File: src/wdt_supervisor_params.svh
// Purpose: Constants of the watchdog and reset supervisor
// Assumes: 8-bit registers on a 3-bit register address
// Notes:   Offsets, reset values, key codes and timing counts
`ifndef WDT_SUPERVISOR_PARAMS_SVH
`define WDT_SUPERVISOR_PARAMS_SVH

// ----------------------------------------------------------------
// Register offsets
// ----------------------------------------------------------------
`define ADDR_WATCHDOG_CONTROL 3'h0
`define ADDR_RESET_CAUSE      3'h1
`define ADDR_THRESHOLD_SELECT 3'h2
`define ADDR_QUAL_TIME        3'h3
`define ADDR_STATUS           3'h4

// ----------------------------------------------------------------
// Reset values and field positions
// ----------------------------------------------------------------
`define RST_WATCHDOG_CONTROL  8'h57
`define RST_THRESHOLD_SELECT  8'h66
`define RST_QUAL_TIME         2'h1
`define RST_PORT              8'hff
`define KEY_MSB               7
`define KEY_LSB               3
`define PERIOD_MSB            2
`define PERIOD_LSB            0
`define FLAG_WDT_KEY          0
`define FLAG_THR_KEY          1
`define FLAG_LOW_VOLT         2
`define STATUS_TIMEOUT        0
`define STATUS_POWER_DOWN     1

// ----------------------------------------------------------------
// Key and threshold codes
// ----------------------------------------------------------------
`define KEY_ENABLE            5'h0a
`define KEY_DISABLE           5'h15
`define THR_CODE_0            8'h66
`define THR_CODE_1            8'h55
`define THR_CODE_2            8'h33
`define THR_CODE_3            8'h99
`define THR_CODE_4            8'haa
`define THR_DISABLE           8'hf0

// ----------------------------------------------------------------
// Timing
// ----------------------------------------------------------------
`define REF_CLK_HZ            40000000
`define SLOW_OSC_HZ           32000
`define SLOW_DIV              (`REF_CLK_HZ / `SLOW_OSC_HZ)
`define CLK_PERIOD_NS         25
`define SWRST_DELAY_NS        45000
`define SWRST_CYCLES          ((`SWRST_DELAY_NS + `CLK_PERIOD_NS - 1) / `CLK_PERIOD_NS)
`define WDT_BASE              16'h0100
`define QUAL_TICKS_0          8'h08
`define QUAL_TICKS_1          8'h20
`define QUAL_TICKS_2          8'h40
`define QUAL_TICKS_3          8'h80

`endif

File: src/wdt_supervisor_pkg.sv
// Purpose: Types of the watchdog and reset supervisor
// Assumes: Nothing beyond the params header
// Notes:   Struct of state lives in the module, its widths follow parameters
package wdt_supervisor_pkg;

  // ----------------------------------------------------------------
  // Software reset sequencer
  // ----------------------------------------------------------------
  typedef enum logic {
    SEQ_IDLE,
    SEQ_DELAY
  } seq_t;

endpackage

File: src/wdt_supervisor.sv
// Purpose: Watchdog timer, keyed control and reset-cause supervision
// Assumes: CPU strobes and low-power level come from logic on REF_CLK_I
// Notes:   Low-speed oscillator is an enable pulse divided from REF_CLK_I
`timescale 1ns/1ps
`include "wdt_supervisor_params.svh"

// What this block does
// - Key 01010 enables watchdog, 10101 disables, any other key resets the chip.
// - Bad key resets after the software-reset delay and sets the key reset flag.
// - Power-on leaves the key at the enable code, so the watchdog runs.
// - Period select n gives a time-out near 2^(8+n) slow-clock periods.
// - Key reset flag is set only by a bad key and stays until cleared.
// - Overflow in normal run resets the chip and sets the time-out flag.
// - Overflow in sleep or idle sets time-out and power-down, resets only the PC via wake reset.
// - Counter clears on bad-key reset, clear instruction or halt.
// - The clear and halt instructions are the only instructions that clear the counter.
// - Counter advances on the roughly 32 kHz low-speed oscillator tick.
// - Low supply held past qualification time resets and sets the low-voltage flag.
// - Low supply shorter than the qualification time is ignored.
// - Qualification select picks 8, 32, 64 or 128 slow-clock periods.
// - Undefined threshold code resets after the delay, sets threshold-key flag.
// - Five threshold codes and f0 disable are legal; others reset and restore.
// - Threshold select powers up at 66 hex.
// - Low-voltage reset is off in sleep and every idle mode.
// - Upper five bits of the reset-cause register read zero.
// - Power-on reset forces the program counter to zero.
// - Power-on reset sets all port data and direction bits high.
module wdt_supervisor #(
  parameter int SLOW_DIV      = `SLOW_DIV,
  parameter int SWRST_CYCLES  = `SWRST_CYCLES,
  parameter int PORT_WIDTH    = 8
) (
  // Clock and power-on reset
  input  wire logic                  REF_CLK_I,
  input  wire logic                  RSTN_I,
  // Register port
  input  wire logic [2:0]            ADDR_I,
  input  wire logic [7:0]            WDATA_I,
  input  wire logic                  WE_I,
  input  wire logic                  RE_I,
  output logic      [7:0]            RDATA_O,
  // CPU events
  input  wire logic                  CLEAR_WATCHDOG_INSTRUCTION_I,
  input  wire logic                  HALT_I,
  input  wire logic                  LOW_POWER_I,
  // Supply comparator
  input  wire logic                  LOW_SUPPLY_I,
  // Reset outputs
  output logic                       MCU_RESET_O,
  output logic                       WAKE_RESET_O,
  output logic                       PC_CLEAR_O,
  output logic      [PORT_WIDTH-1:0] PORT_DATA_O,
  output logic      [PORT_WIDTH-1:0] PORT_DIR_O
);

  // ----------------------------------------------------------------
  // State
  // ----------------------------------------------------------------
  localparam int DIV_W = (SLOW_DIV > 1) ? $clog2(SLOW_DIV) : 1;
  localparam int DLY_W = $clog2(SWRST_CYCLES + 1);

  typedef struct packed {
    logic [7:0]                  wdt_ctrl;
    logic [7:0]                  thr_sel;
    logic [1:0]                  qual_sel;
    logic [2:0]                  cause;
    logic                        timeout;
    logic                        power_down;
    logic [DIV_W-1:0]            div_cnt;
    logic                        slow_tick;
    logic [14:0]                 wdt_cnt;
    logic [7:0]                  qual_cnt;
    wdt_supervisor_pkg::seq_t    seq;
    logic [DLY_W-1:0]            delay_cnt;
    logic                        wdt_key_bad;
    logic                        thr_key_bad;
    logic                        mcu_rst;
    logic                        wake_rst;
    logic                        pc_clear;
    logic [7:0]                  rdata;
    logic                        sync1;
    logic                        sync2;
    logic [PORT_WIDTH-1:0]       port_data;
    logic [PORT_WIDTH-1:0]       port_dir;
  } state_t;

  state_t q;
  state_t d;

  logic [4:0]  key;
  logic        key_bad;
  logic        thr_bad;
  logic        wdt_on;
  logic        lv_on;
  logic [14:0] wdt_limit;
  logic [7:0]  qual_limit;
  logic        wdt_overflow;
  logic        lv_fire;
  logic        swrst_fire;

  // ----------------------------------------------------------------
  // Decode of the live register values
  // ----------------------------------------------------------------
  always_comb begin
    key       = q.wdt_ctrl[`KEY_MSB:`KEY_LSB];
    key_bad   = (key != `KEY_ENABLE) && (key != `KEY_DISABLE);
    wdt_on    = (key == `KEY_ENABLE);
    thr_bad   = !((q.thr_sel == `THR_CODE_0) || (q.thr_sel == `THR_CODE_1) ||
                  (q.thr_sel == `THR_CODE_2) || (q.thr_sel == `THR_CODE_3) ||
                  (q.thr_sel == `THR_CODE_4) || (q.thr_sel == `THR_DISABLE));
    lv_on     = !thr_bad && (q.thr_sel != `THR_DISABLE) && !LOW_POWER_I;
    wdt_limit = 15'((`WDT_BASE << q.wdt_ctrl[`PERIOD_MSB:`PERIOD_LSB]) - 16'h0001);
    case (q.qual_sel)
      2'h0:    qual_limit = `QUAL_TICKS_0;
      2'h1:    qual_limit = `QUAL_TICKS_1;
      2'h2:    qual_limit = `QUAL_TICKS_2;
      default: qual_limit = `QUAL_TICKS_3;
    endcase
  end

  // ----------------------------------------------------------------
  // Next state
  // ----------------------------------------------------------------
  always_comb begin
    d            = q;
    wdt_overflow = 1'b0;
    lv_fire      = 1'b0;
    swrst_fire   = 1'b0;
    d.mcu_rst    = 1'b0;
    d.wake_rst   = 1'b0;
    d.rdata      = 8'h00;
    d.sync1      = LOW_SUPPLY_I;
    d.sync2      = q.sync1;

    // Slow oscillator tick
    if (q.div_cnt == DIV_W'(SLOW_DIV - 1)) begin
      d.div_cnt   = '0;
      d.slow_tick = 1'b1;
    end else begin
      d.div_cnt   = q.div_cnt + 1'b1;
      d.slow_tick = 1'b0;
    end

    // Software writes come first so hardware sets below win
    if (WE_I) begin
      case (ADDR_I)
        `ADDR_WATCHDOG_CONTROL: d.wdt_ctrl = WDATA_I;
        `ADDR_RESET_CAUSE:      d.cause    = q.cause & WDATA_I[2:0];
        `ADDR_THRESHOLD_SELECT: d.thr_sel  = WDATA_I;
        `ADDR_QUAL_TIME:        d.qual_sel = WDATA_I[1:0];
        default:                d.cause    = d.cause;
      endcase
    end

    // Read data stands only in the cycle after the strobe
    if (RE_I) begin
      case (ADDR_I)
        `ADDR_WATCHDOG_CONTROL: d.rdata = q.wdt_ctrl;
        `ADDR_RESET_CAUSE:      d.rdata = {5'h00, q.cause};
        `ADDR_THRESHOLD_SELECT: d.rdata = q.thr_sel;
        `ADDR_QUAL_TIME:        d.rdata = {6'h00, q.qual_sel};
        `ADDR_STATUS:           d.rdata = {6'h00, q.power_down, q.timeout};
        default:                d.rdata = 8'h00;
      endcase
    end

    // Software reset after the delay; causes are latched so a later
    // rewrite of a legal value cannot cancel a reset already owed
    case (q.seq)
      wdt_supervisor_pkg::SEQ_IDLE: begin
        if (key_bad || thr_bad) begin
          d.seq         = wdt_supervisor_pkg::SEQ_DELAY;
          d.delay_cnt   = '0;
          d.wdt_key_bad = key_bad;
          d.thr_key_bad = thr_bad;
        end
      end
      wdt_supervisor_pkg::SEQ_DELAY: begin
        d.wdt_key_bad = q.wdt_key_bad | key_bad;
        d.thr_key_bad = q.thr_key_bad | thr_bad;
        if (q.delay_cnt == DLY_W'(SWRST_CYCLES - 1)) begin
          swrst_fire    = 1'b1;
          d.mcu_rst     = 1'b1;
          d.seq         = wdt_supervisor_pkg::SEQ_IDLE;
          d.wdt_key_bad = 1'b0;
          d.thr_key_bad = 1'b0;
          if (q.wdt_key_bad || key_bad) begin
            d.cause[`FLAG_WDT_KEY] = 1'b1;
            d.wdt_ctrl             = `RST_WATCHDOG_CONTROL;
          end
          if (q.thr_key_bad || thr_bad) begin
            d.cause[`FLAG_THR_KEY] = 1'b1;
            d.thr_sel              = `RST_THRESHOLD_SELECT;
          end
        end else begin
          d.delay_cnt = q.delay_cnt + 1'b1;
        end
      end
      default: d.seq = wdt_supervisor_pkg::SEQ_IDLE;
    endcase

    // Status flags: halt sets power-down and drops time-out, clear drops both, an overflow sets time-out and, in low power, power-down
    if (HALT_I) begin
      d.power_down = 1'b1;
      d.timeout    = 1'b0;
    end
    if (CLEAR_WATCHDOG_INSTRUCTION_I) begin
      d.power_down = 1'b0;
      d.timeout    = 1'b0;
    end

    // Watchdog counter; the clear and halt instructions are its only instruction clears
    if (!wdt_on || CLEAR_WATCHDOG_INSTRUCTION_I || HALT_I || swrst_fire) begin
      d.wdt_cnt = '0;
    end else if (q.slow_tick) begin
      if (q.wdt_cnt == wdt_limit) begin
        wdt_overflow = 1'b1;
        d.wdt_cnt    = '0;
      end else begin
        d.wdt_cnt = q.wdt_cnt + 1'b1;
      end
    end

    if (wdt_overflow) begin
      d.timeout = 1'b1;
      if (LOW_POWER_I) begin
        d.power_down = 1'b1;
        d.wake_rst   = 1'b1;
      end else begin
        d.mcu_rst = 1'b1;
      end
    end

    // Low-voltage qualification: any break in the indication restarts it
    if (!lv_on || !q.sync2) begin
      d.qual_cnt = '0;
    end else if (q.slow_tick) begin
      if ((q.qual_cnt + 8'h01) == qual_limit) begin
        lv_fire                 = 1'b1;
        d.qual_cnt              = '0;
        d.mcu_rst               = 1'b1;
        d.cause[`FLAG_LOW_VOLT] = 1'b1;
        d.wdt_cnt               = '0;
      end else begin
        d.qual_cnt = q.qual_cnt + 8'h01;
      end
    end

    d.pc_clear = d.mcu_rst | d.wake_rst;
  end

  // ----------------------------------------------------------------
  // Registers
  // ----------------------------------------------------------------
  always_ff @(posedge REF_CLK_I or negedge RSTN_I) begin
    if (!RSTN_I) begin
      q             <= '0;
      q.wdt_ctrl    <= `RST_WATCHDOG_CONTROL;
      q.thr_sel     <= `RST_THRESHOLD_SELECT;
      q.qual_sel    <= `RST_QUAL_TIME;
      q.seq         <= wdt_supervisor_pkg::SEQ_IDLE;
      q.pc_clear    <= 1'b1;
      q.port_data   <= {PORT_WIDTH{1'b1}};
      q.port_dir    <= {PORT_WIDTH{1'b1}};
    end else begin
      q <= d;
    end
  end

  assign RDATA_O      = q.rdata;
  assign MCU_RESET_O  = q.mcu_rst;
  assign WAKE_RESET_O = q.wake_rst;
  assign PC_CLEAR_O   = q.pc_clear;
  assign PORT_DATA_O  = q.port_data;
  assign PORT_DIR_O   = q.port_dir;
endmodule

File: config.mk
export PLATFORM = sky130hd
export DESIGN_NAME = wdt_supervisor
export DESIGN_NICKNAME = d
export VERILOG_FILES = /design/src/wdt_supervisor_pkg.sv /design/src/wdt_supervisor.sv
export VERILOG_INCLUDE_DIRS = /design/src
export SDC_FILE = /design/constraint.sdc
export NUM_CORES = 1
export LEC_CHECK = 0
export BUFFER_PORTS_ARGS = -buffer_cell sky130_fd_sc_hd__buf_4
export CAP_MARGIN = 20
export CORE_MARGIN = 5
export CORE_UTILIZATION = 54
export CTS_CLUSTER_DIAMETER = 30
export DETAILED_ROUTE_END_ITERATION = 10
export GPL_ROUTABILITY_DRIVEN = 0
export PLACE_DENSITY = 0.77
export SYNTH_ARGS = -nofsm -noshare
export SYNTH_HDL_FRONTEND = slang
export SYNTH_SLANG_ARGS = --single-unit
export TNS_END_PERCENT = 1
File: constraint.sdc
create_clock -name REF_CLK_I -period 2.33 [get_ports REF_CLK_I]
set_clock_uncertainty 0.05 [all_clocks]
set_input_delay 0.466 -clock REF_CLK_I [delete_from_list [all_inputs] [get_ports REF_CLK_I]]
set_output_delay 0.466 -clock REF_CLK_I [all_outputs]
set_load 0.1 [all_outputs]
==> results of run 1 <==
[metrics by stage]
stage                     area [sq um]  setup TNS (ns)  cells
after detailed placement          5040         -0.0456    621
final                             5500        -0.00646    647
after global placement            5040               0    621
after floorplan                   4800         -0.0981    504
after CTS                         5340               0    640
after global routing              5500           -1.12    647
[worst register-to-register path, stage by stage (launching register included)]
cell       delay (ns)
dfstp_2          0.40
or3_4            0.38
ha_4             0.22
xnor2_1          0.13
nor2_1           0.10
nand3_1          0.11
nor3_2           0.25
nand4_1          0.18
o211ai_4         0.17
clkbuf_16        0.19
nor2_1           0.04
[synthesized netlist by cell type, drive strengths merged (12+ instances only)]
cell | number | area share
dfrtp | 74 | 0.39
nor2 | 67 | 0.053
nand2 | 50 | 0.040
buf | 30 | 0.047
mux2i | 26 | 0.055
nand3 | 23 | 0.024
o21ai | 20 | 0.021
xor2 | 20 | 0.037
nand4 | 19 | 0.028
a21oi | 15 | 0.016
xnor2 | 15 | 0.028
clkbuf | 12 | 0.0096
[area by class of cell]
class	count	area, sq um	share of cell area
Inverter	9	33.8	0.00615
Multi-Input combinational cell	368	2420	0.441
Clock buffer	11	151	0.0276
Tap cell	108	135	0.0246
Timing Repair Buffer	61	500	0.0911
Clock inverter	5	106	0.0194
Sequential cell	85	2140	0.390
[what timing repair did]
item / CTS / global route
endpoints found under the setup margin: 5 / 24
setup buffers: 3 / 6
gates resized for setup: 2 / 17
pin swaps: 0 / 10
endpoints found under the hold margin: 0 / 0
gates cloned: 0 / 1
[report_power, final]
group | internal [mW] | total [mW] | switching [mW]
sequential | 1.65 | 1.84 | 0.185
clock | 0.773 | 1.31 | 0.536
combinational | 0.354 | 0.870 | 0.517
[cell families (layout without fill, tap and decap cells)]
family | after synthesis | count (layout)
and+or+nand+nor | 213 | 213
DFF | 85 | 85
AOI/OAI and AO/OA | 67 | 67
buffers and inverters | 51 | 86
xor gates and xnor gates | 35 | 35
muxes | 30 | 30
adders and majority gates | 7 | 7
other | 1 | 16
[flip-flops by register name, indices dropped and copies added (netlist names)]
name	count
RDATA_O	8
MCU_RESET_O	1
q	68
WAKE_RESET_O	1
key	5
PC_CLEAR_O	1
d	1
[path summary, 6_finish.rpt]
| check | startpoint | end |
|---|---|---|
| worst max register to register | q[94]$_DFF_PN1_ | q[62]$_DFF_PN0_ |
| max in group asynchronous | RSTN_I | key[3]$_DFF_PN1_ |
| min in group REF_CLK_I | LOW_SUPPLY_I | d[16]$_DFF_PN0_ |
| worst min-delay path | RSTN_I | q[64]$_DFF_PN0_ |
| worst max-delay path | q[94]$_DFF_PN1_ | q[62]$_DFF_PN0_ |
| worst min register to register | d[16]$_DFF_PN0_ | q[16]$_DFF_PN0_ |
[layer usage]
metal	GRT usage	vias to the layer above
met5	0	-
met4	0.0787	0
met3	0.0362	23
li1	-	1764
met2	0.327	109
met1	0.284	1795
==> metrics.csv, run 1 <==
metric,value,unit
"commonest non-fill, non-tap cells in the layout","dfrtp_1 (72), nor2_1 (66), buf_4 (58)",
cell area after synthesis,0.00470,sq mm
post-synthesis xor/xnor area fraction,0.0652,
synthesized area per cell,9.62,sq um
area delta synth->final,16.9,%
critical path's top delay family,simple AND/OR/NAND/NOR gates,
largest net degree at the start of global routing,44,
fin nets,560,
Compound-Gate Fraction of Synth Area,0.0926,
leak pwr,2.36,nW
CP Depth,10,
die area,0.0107,sq mm
post-cts hold buffer count,0,
first-pass GRT wire length,17300,microns
FMAX,0.429,GHz
worst hold slack,0.0518,ns
Hold WC Path Type,in -> async,
flop-to-flop setup slack,-0.003,ns
critical path's slowest cell,dfstp_2,
setup slack after layout,-0.00294,ns
VDD IR max,0.431,mV
"most common cell after layout, fill and taps aside",dfrtp_1,
max incr delay on CP,0.40,ns
Slew @ Worst Pin,0.569,ns
total core area,0.00859,sq mm
Fill cells,685,
power density over the cells,731,mW/mm^2
Clock transition at path regs,0.08,ns
kind of critical path,reg -> reg,
# IOs,46,
max-slew violations,0,
ys async rst share,1.00,
Port Buffers,29,
largest family of logic cells by synthesized area,simple AND/OR/NAND/NOR gates,
Tcrit/Tclk final,1.00,
number of max-cap violations,0,
synthesized instance count,489,
TritonCTS clock tree,yes,
routed wl met3,534,microns
Fin. Hold Viols,0,
GRT Util Overall,0.206,
crit path max fanout,6,
worst path required time,2.53,ns
Starting Density,0.547,
"Min Clock Period, post-route",2.33,ns
depth of the CTS H-tree,3,
status,"complete, but fails checks",
Worst path most repeated cell,nor2_1,
DPL Wire Length,7100,microns
TritonRoute pass-1 iters,5,
pre-CTS WS,-0.0362,ns
Via density,5.70,
Startpoint Class,flip-flop,
worst reg-to-reg path cell count,10,
Routed WL,10400,microns
Post-Synth Simple-Gate Area,0.234,
Most used DFF post-synth,dfrtp_1,
worst path bufs/invs,1,
grt ovf,0,
vias in the first global route,3621,
layout cell share with drive strength beyond 1,0.224,
Die Wd,103,microns
Final Util,0.639,
library cells used by synthesis,57,
top routing layer in use,met4,
DRT met1 WL,4680,microns
CP cell instances,or3_4 -> ha_4 -> xnor2_1 -> nor2_1 -> nand3_1 -> nor3_2 -> nand4_1 -> o211ai_4 -> clkbuf_16 -> nor2_1,
mux contribution to synthesized area,0.0697,
register bit total from synthesis,85,
die height,103,microns
CP endpoint kind,flip-flop,
Post-synth EDFFs,0,
floorplan row count,34,
clk sinks,85,
n_diodes,0,
cts bufs inserted,9,
sequential fraction of the synthesis area,0.455,
Clock Tree Root,clkbuf_8,
met2 wire length,4930,microns
WL/cell,16.0,microns
# setup viols final,4,
Max-slew headroom,0.621,
RSZ-0062 raised after global routing,true,
Worst-Skew Late Latency,0.36,ns
Yosys warning count,0,
ANT nets after route,0,
WP data arrival,2.54,ns
post-synthesis adder-cell area fraction,0.0186,
initial DRC count,206,
initial antenna violation count,0,
DRC,0,
total chip power,4.02,mW
worst-case clock buffer depth,2,
failing checks,negative setup slack,
vias,3691,
Power figures use the tool's default switching activity.
==> run 2, diff against run 1 <==
--- a/config.mk
+++ b/config.mk
@@ -9,11 +9,11 @@
 export BUFFER_PORTS_ARGS = -buffer_cell sky130_fd_sc_hd__buf_4
 export CAP_MARGIN = 20
 export CORE_MARGIN = 5
-export CORE_UTILIZATION = 54
+export CORE_UTILIZATION = 59
 export CTS_CLUSTER_DIAMETER = 30
 export DETAILED_ROUTE_END_ITERATION = 10
 export GPL_ROUTABILITY_DRIVEN = 0
-export PLACE_DENSITY = 0.77
+export PLACE_DENSITY = 0.8
 export SYNTH_ARGS = -nofsm -noshare
 export SYNTH_HDL_FRONTEND = slang
 export SYNTH_SLANG_ARGS = --single-unit
==> constraint.sdc (replaced) <==
create_clock -name REF_CLK_I -period 2.6 [get_ports REF_CLK_I]
set_clock_uncertainty 0.05 [all_clocks]
set_input_delay 0.52 -clock REF_CLK_I [delete_from_list [all_inputs] [get_ports REF_CLK_I]]
set_output_delay 0.52 -clock REF_CLK_I [all_outputs]
set_load 0.1 [all_outputs]
==> metrics.csv, run 2 (synthesis gave the netlist of run 1 again) <==
metric,value,unit,change
TritonRoute pass-1 iters,5,,unchanged
RR Startpoint,q[95]$_DFF_PN1_,,was q[94]$_DFF_PN1_
flop-to-flop setup slack,0.21,ns,was -0.003 ns
"Min Clock Period, post-route",2.39,ns,was 2.33 ns
DRC,0,,unchanged
critical path's top delay family,simple AND/OR/NAND/NOR gates,,unchanged
CP endpoint kind,flip-flop,,unchanged
Startpoint Class,flip-flop,,unchanged
die height,99.3,microns,was 103 microns
worst hold slack,0.00747,ns,was 0.0518 ns
critical path's slowest cell,dfstp_2,,unchanged
vias in the first global route,3485,,was 3621
Multi-input gate area,0.00234,sq mm,was 0.00242 sq mm
layout cell share with drive strength beyond 1,0.172,,was 0.224
WL/cell,15.4,microns,was 16.0 microns
initial DRC count,179,,was 206
worst reg-to-reg path cell count,9,,was 10
Clock transition at path regs,0.09,ns,was 0.08 ns
cts bufs inserted,9,,unchanged
pre-CTS WS,0.0880,ns,was -0.0362 ns
GRT Util Overall,0.206,,about the same
fin nets,544,,was 560
# setup viols final,0,,was 4
Max-slew headroom,0.500,,was 0.621
# IOs,46,,unchanged
Fin. Hold Viols,0,,unchanged
max incr delay on CP,0.42,ns,was 0.40 ns
total core area,0.00773,sq mm,was 0.00859 sq mm
setup slack after layout,0.210,ns,was -0.00294 ns
Tcrit/Tclk final,0.919,,was 1.00
initial antenna violation count,0,,unchanged
leak pwr,2.24,nW,was 2.36 nW
post-route setup TNS,0,ns,was -0.00646 ns
Fill cells,603,,was 685
Via density,5.80,,was 5.70
Worst-Skew Late Latency,0.36,ns,about the same
worst path required time,2.78,ns,was 2.53 ns
Reg-to-Reg End,q[61]$_DFF_PN0_,,was q[62]$_DFF_PN0_
Final Util,0.678,,was 0.639
depth of the CTS H-tree,3,,unchanged
post-cts hold buffer count,0,,unchanged
vias,3625,,was 3691
CP cell instances,or3_1 -> ha_2 -> xor2_1 -> a2bb2oi_1 -> xnor2_1 -> nor3_2 -> nand4_1 -> o211ai_4 -> nor2_1,,was or3_4 -> ha_4 -> xnor2_1 -> nor2_1 -> nand3_1 -> nor3_2 -> nand4_1 -> o211ai_4 -> clkbuf_16 -> nor2_1
largest net degree at the start of global routing,60,,was 44
Hold WC Path Type,in -> async,,unchanged
floorplan row count,32,,was 34
Routed WL,9650,microns,was 10400 microns
Slew @ Worst Pin,0.743,ns,was 0.569 ns
max-slew violations,0,,unchanged
"most common cell after layout, fill and taps aside",dfrtp_1,,unchanged
Port Buffers,29,,unchanged
Largest Register,q,,unchanged
kind of critical path,reg -> reg,,unchanged
FF+latch area,0.00214,sq mm,about the same
"commonest non-fill, non-tap cells in the layout","dfrtp_1 (73), nor2_1 (67), nand2_1 (50)",,"was dfrtp_1 (72), nor2_1 (66), buf_4 (58)"
worst path bufs/invs,0,,was 1
clk sinks,85,,unchanged
grt ovf,0,,unchanged
worst-case clock buffer depth,2,,unchanged
FMAX,0.418,GHz,was 0.429 GHz
TritonCTS clock tree,yes,,unchanged
number of max-cap violations,0,,unchanged
area delta synth->final,11.4,%,was 16.9%
first-pass GRT wire length,16500,microns,was 17300 microns
Clock Tree Root,clkbuf_8,,unchanged
max reg flops,68,,unchanged
die area,0.00985,sq mm,was 0.0107 sq mm
ANT nets after route,0,,unchanged
power density over the cells,666,mW/mm^2,was 731 mW/mm^2
WP data arrival,2.57,ns,was 2.54 ns
VDD IR max,0.353,mV,was 0.431 mV
RSZ-0062 raised after global routing,false,,was true
Starting Density,0.608,,was 0.547
crit path max fanout,12,,was 6
Die Wd,99.3,microns,was 103 microns
n_diodes,0,,unchanged
status,finished clean,,"was complete, but fails checks"
DPL Wire Length,6880,microns,was 7100 microns
## run 2: cell count changes in the layout (fill, tap and decap cells not counted), sizes merged
cell      change
buf          -15
clkbuf        -1
clkinv        +1
clkinvlp      -1
## run 2: through the flow
| stage | instances | area [sq um] | power [mW] |
|---|---|---|---|
| after detailed placement | 609 | 4970 | 2.35 |
| after floorplan | 504 | 4760 | 2.19 |
| after CTS | 625 | 5220 | 3.51 |
| after global placement | 609 | 4970 | 2.32 |
| final | 625 | 5240 | 3.49 |
| after global routing | 625 | 5240 | 3.67 |
## run 2: area by class of cell
class                   instances  area share
clock inverters                 5      0.0205
multi-input cells             368       0.446
well taps                     102      0.0244
repair buffers                 45      0.0669
inverters                       9     0.00645
flip-flops and latches         85       0.409
clock buffers                  11      0.0270
## run 2: metal layers
layer,routed length (microns),GRT usage
met1,4410,0.280
met2,4580,0.325
met3,563,0.0491
met4,96,0.0651
met5,0,0
## run 2: how the worst max path moves through the flow
stage                      startpoint         endpoint  slack (ns)  cells past startpoint
floorplan             q[95]$_DFF_PN1_  q[55]$_DFF_PN0_         0.1                     13
global placement    q[48]$_DFFE_PN0P_  q[62]$_DFF_PN0_        0.20                      7
detailed placement    q[95]$_DFF_PN1_  q[54]$_DFF_PN0_        0.09                      9
CTS                   q[95]$_DFF_PN1_  q[57]$_DFF_PN0_        0.07                      9
global route          q[95]$_DFF_PN1_  q[55]$_DFF_PN0_        0.06                     10
finish                q[95]$_DFF_PN1_  q[61]$_DFF_PN0_        0.21                      9
## run 2: worst register-to-register path, cell delays in order (launching register included)
cell,delay (ns)
dfstp_2,0.42
or3_1,0.40
ha_2,0.24
xor2_1,0.16
a2bb2oi_1,0.23
xnor2_1,0.10
nor3_2,0.16
nand4_1,0.18
o211ai_4,0.22
nor2_1,0.10
## run 2: repair_timing
action / CTS / global route
setup endpoints to repair: 0 / 17
setup buffers: 0 / 0
gates resized for setup: 0 / 5
## run 2: power by group
part / leakage [nW] / switching (mW) / internal (mW) / total, mW
logic: 1.04 / 0.421 / 0.260 / 0.682
clock network: 0.124 / 0.481 / 0.668 / 1.15
registers: 1.08 / 0.174 / 1.48 / 1.66
total: 2.24 / 1.08 / 2.41 / 3.49
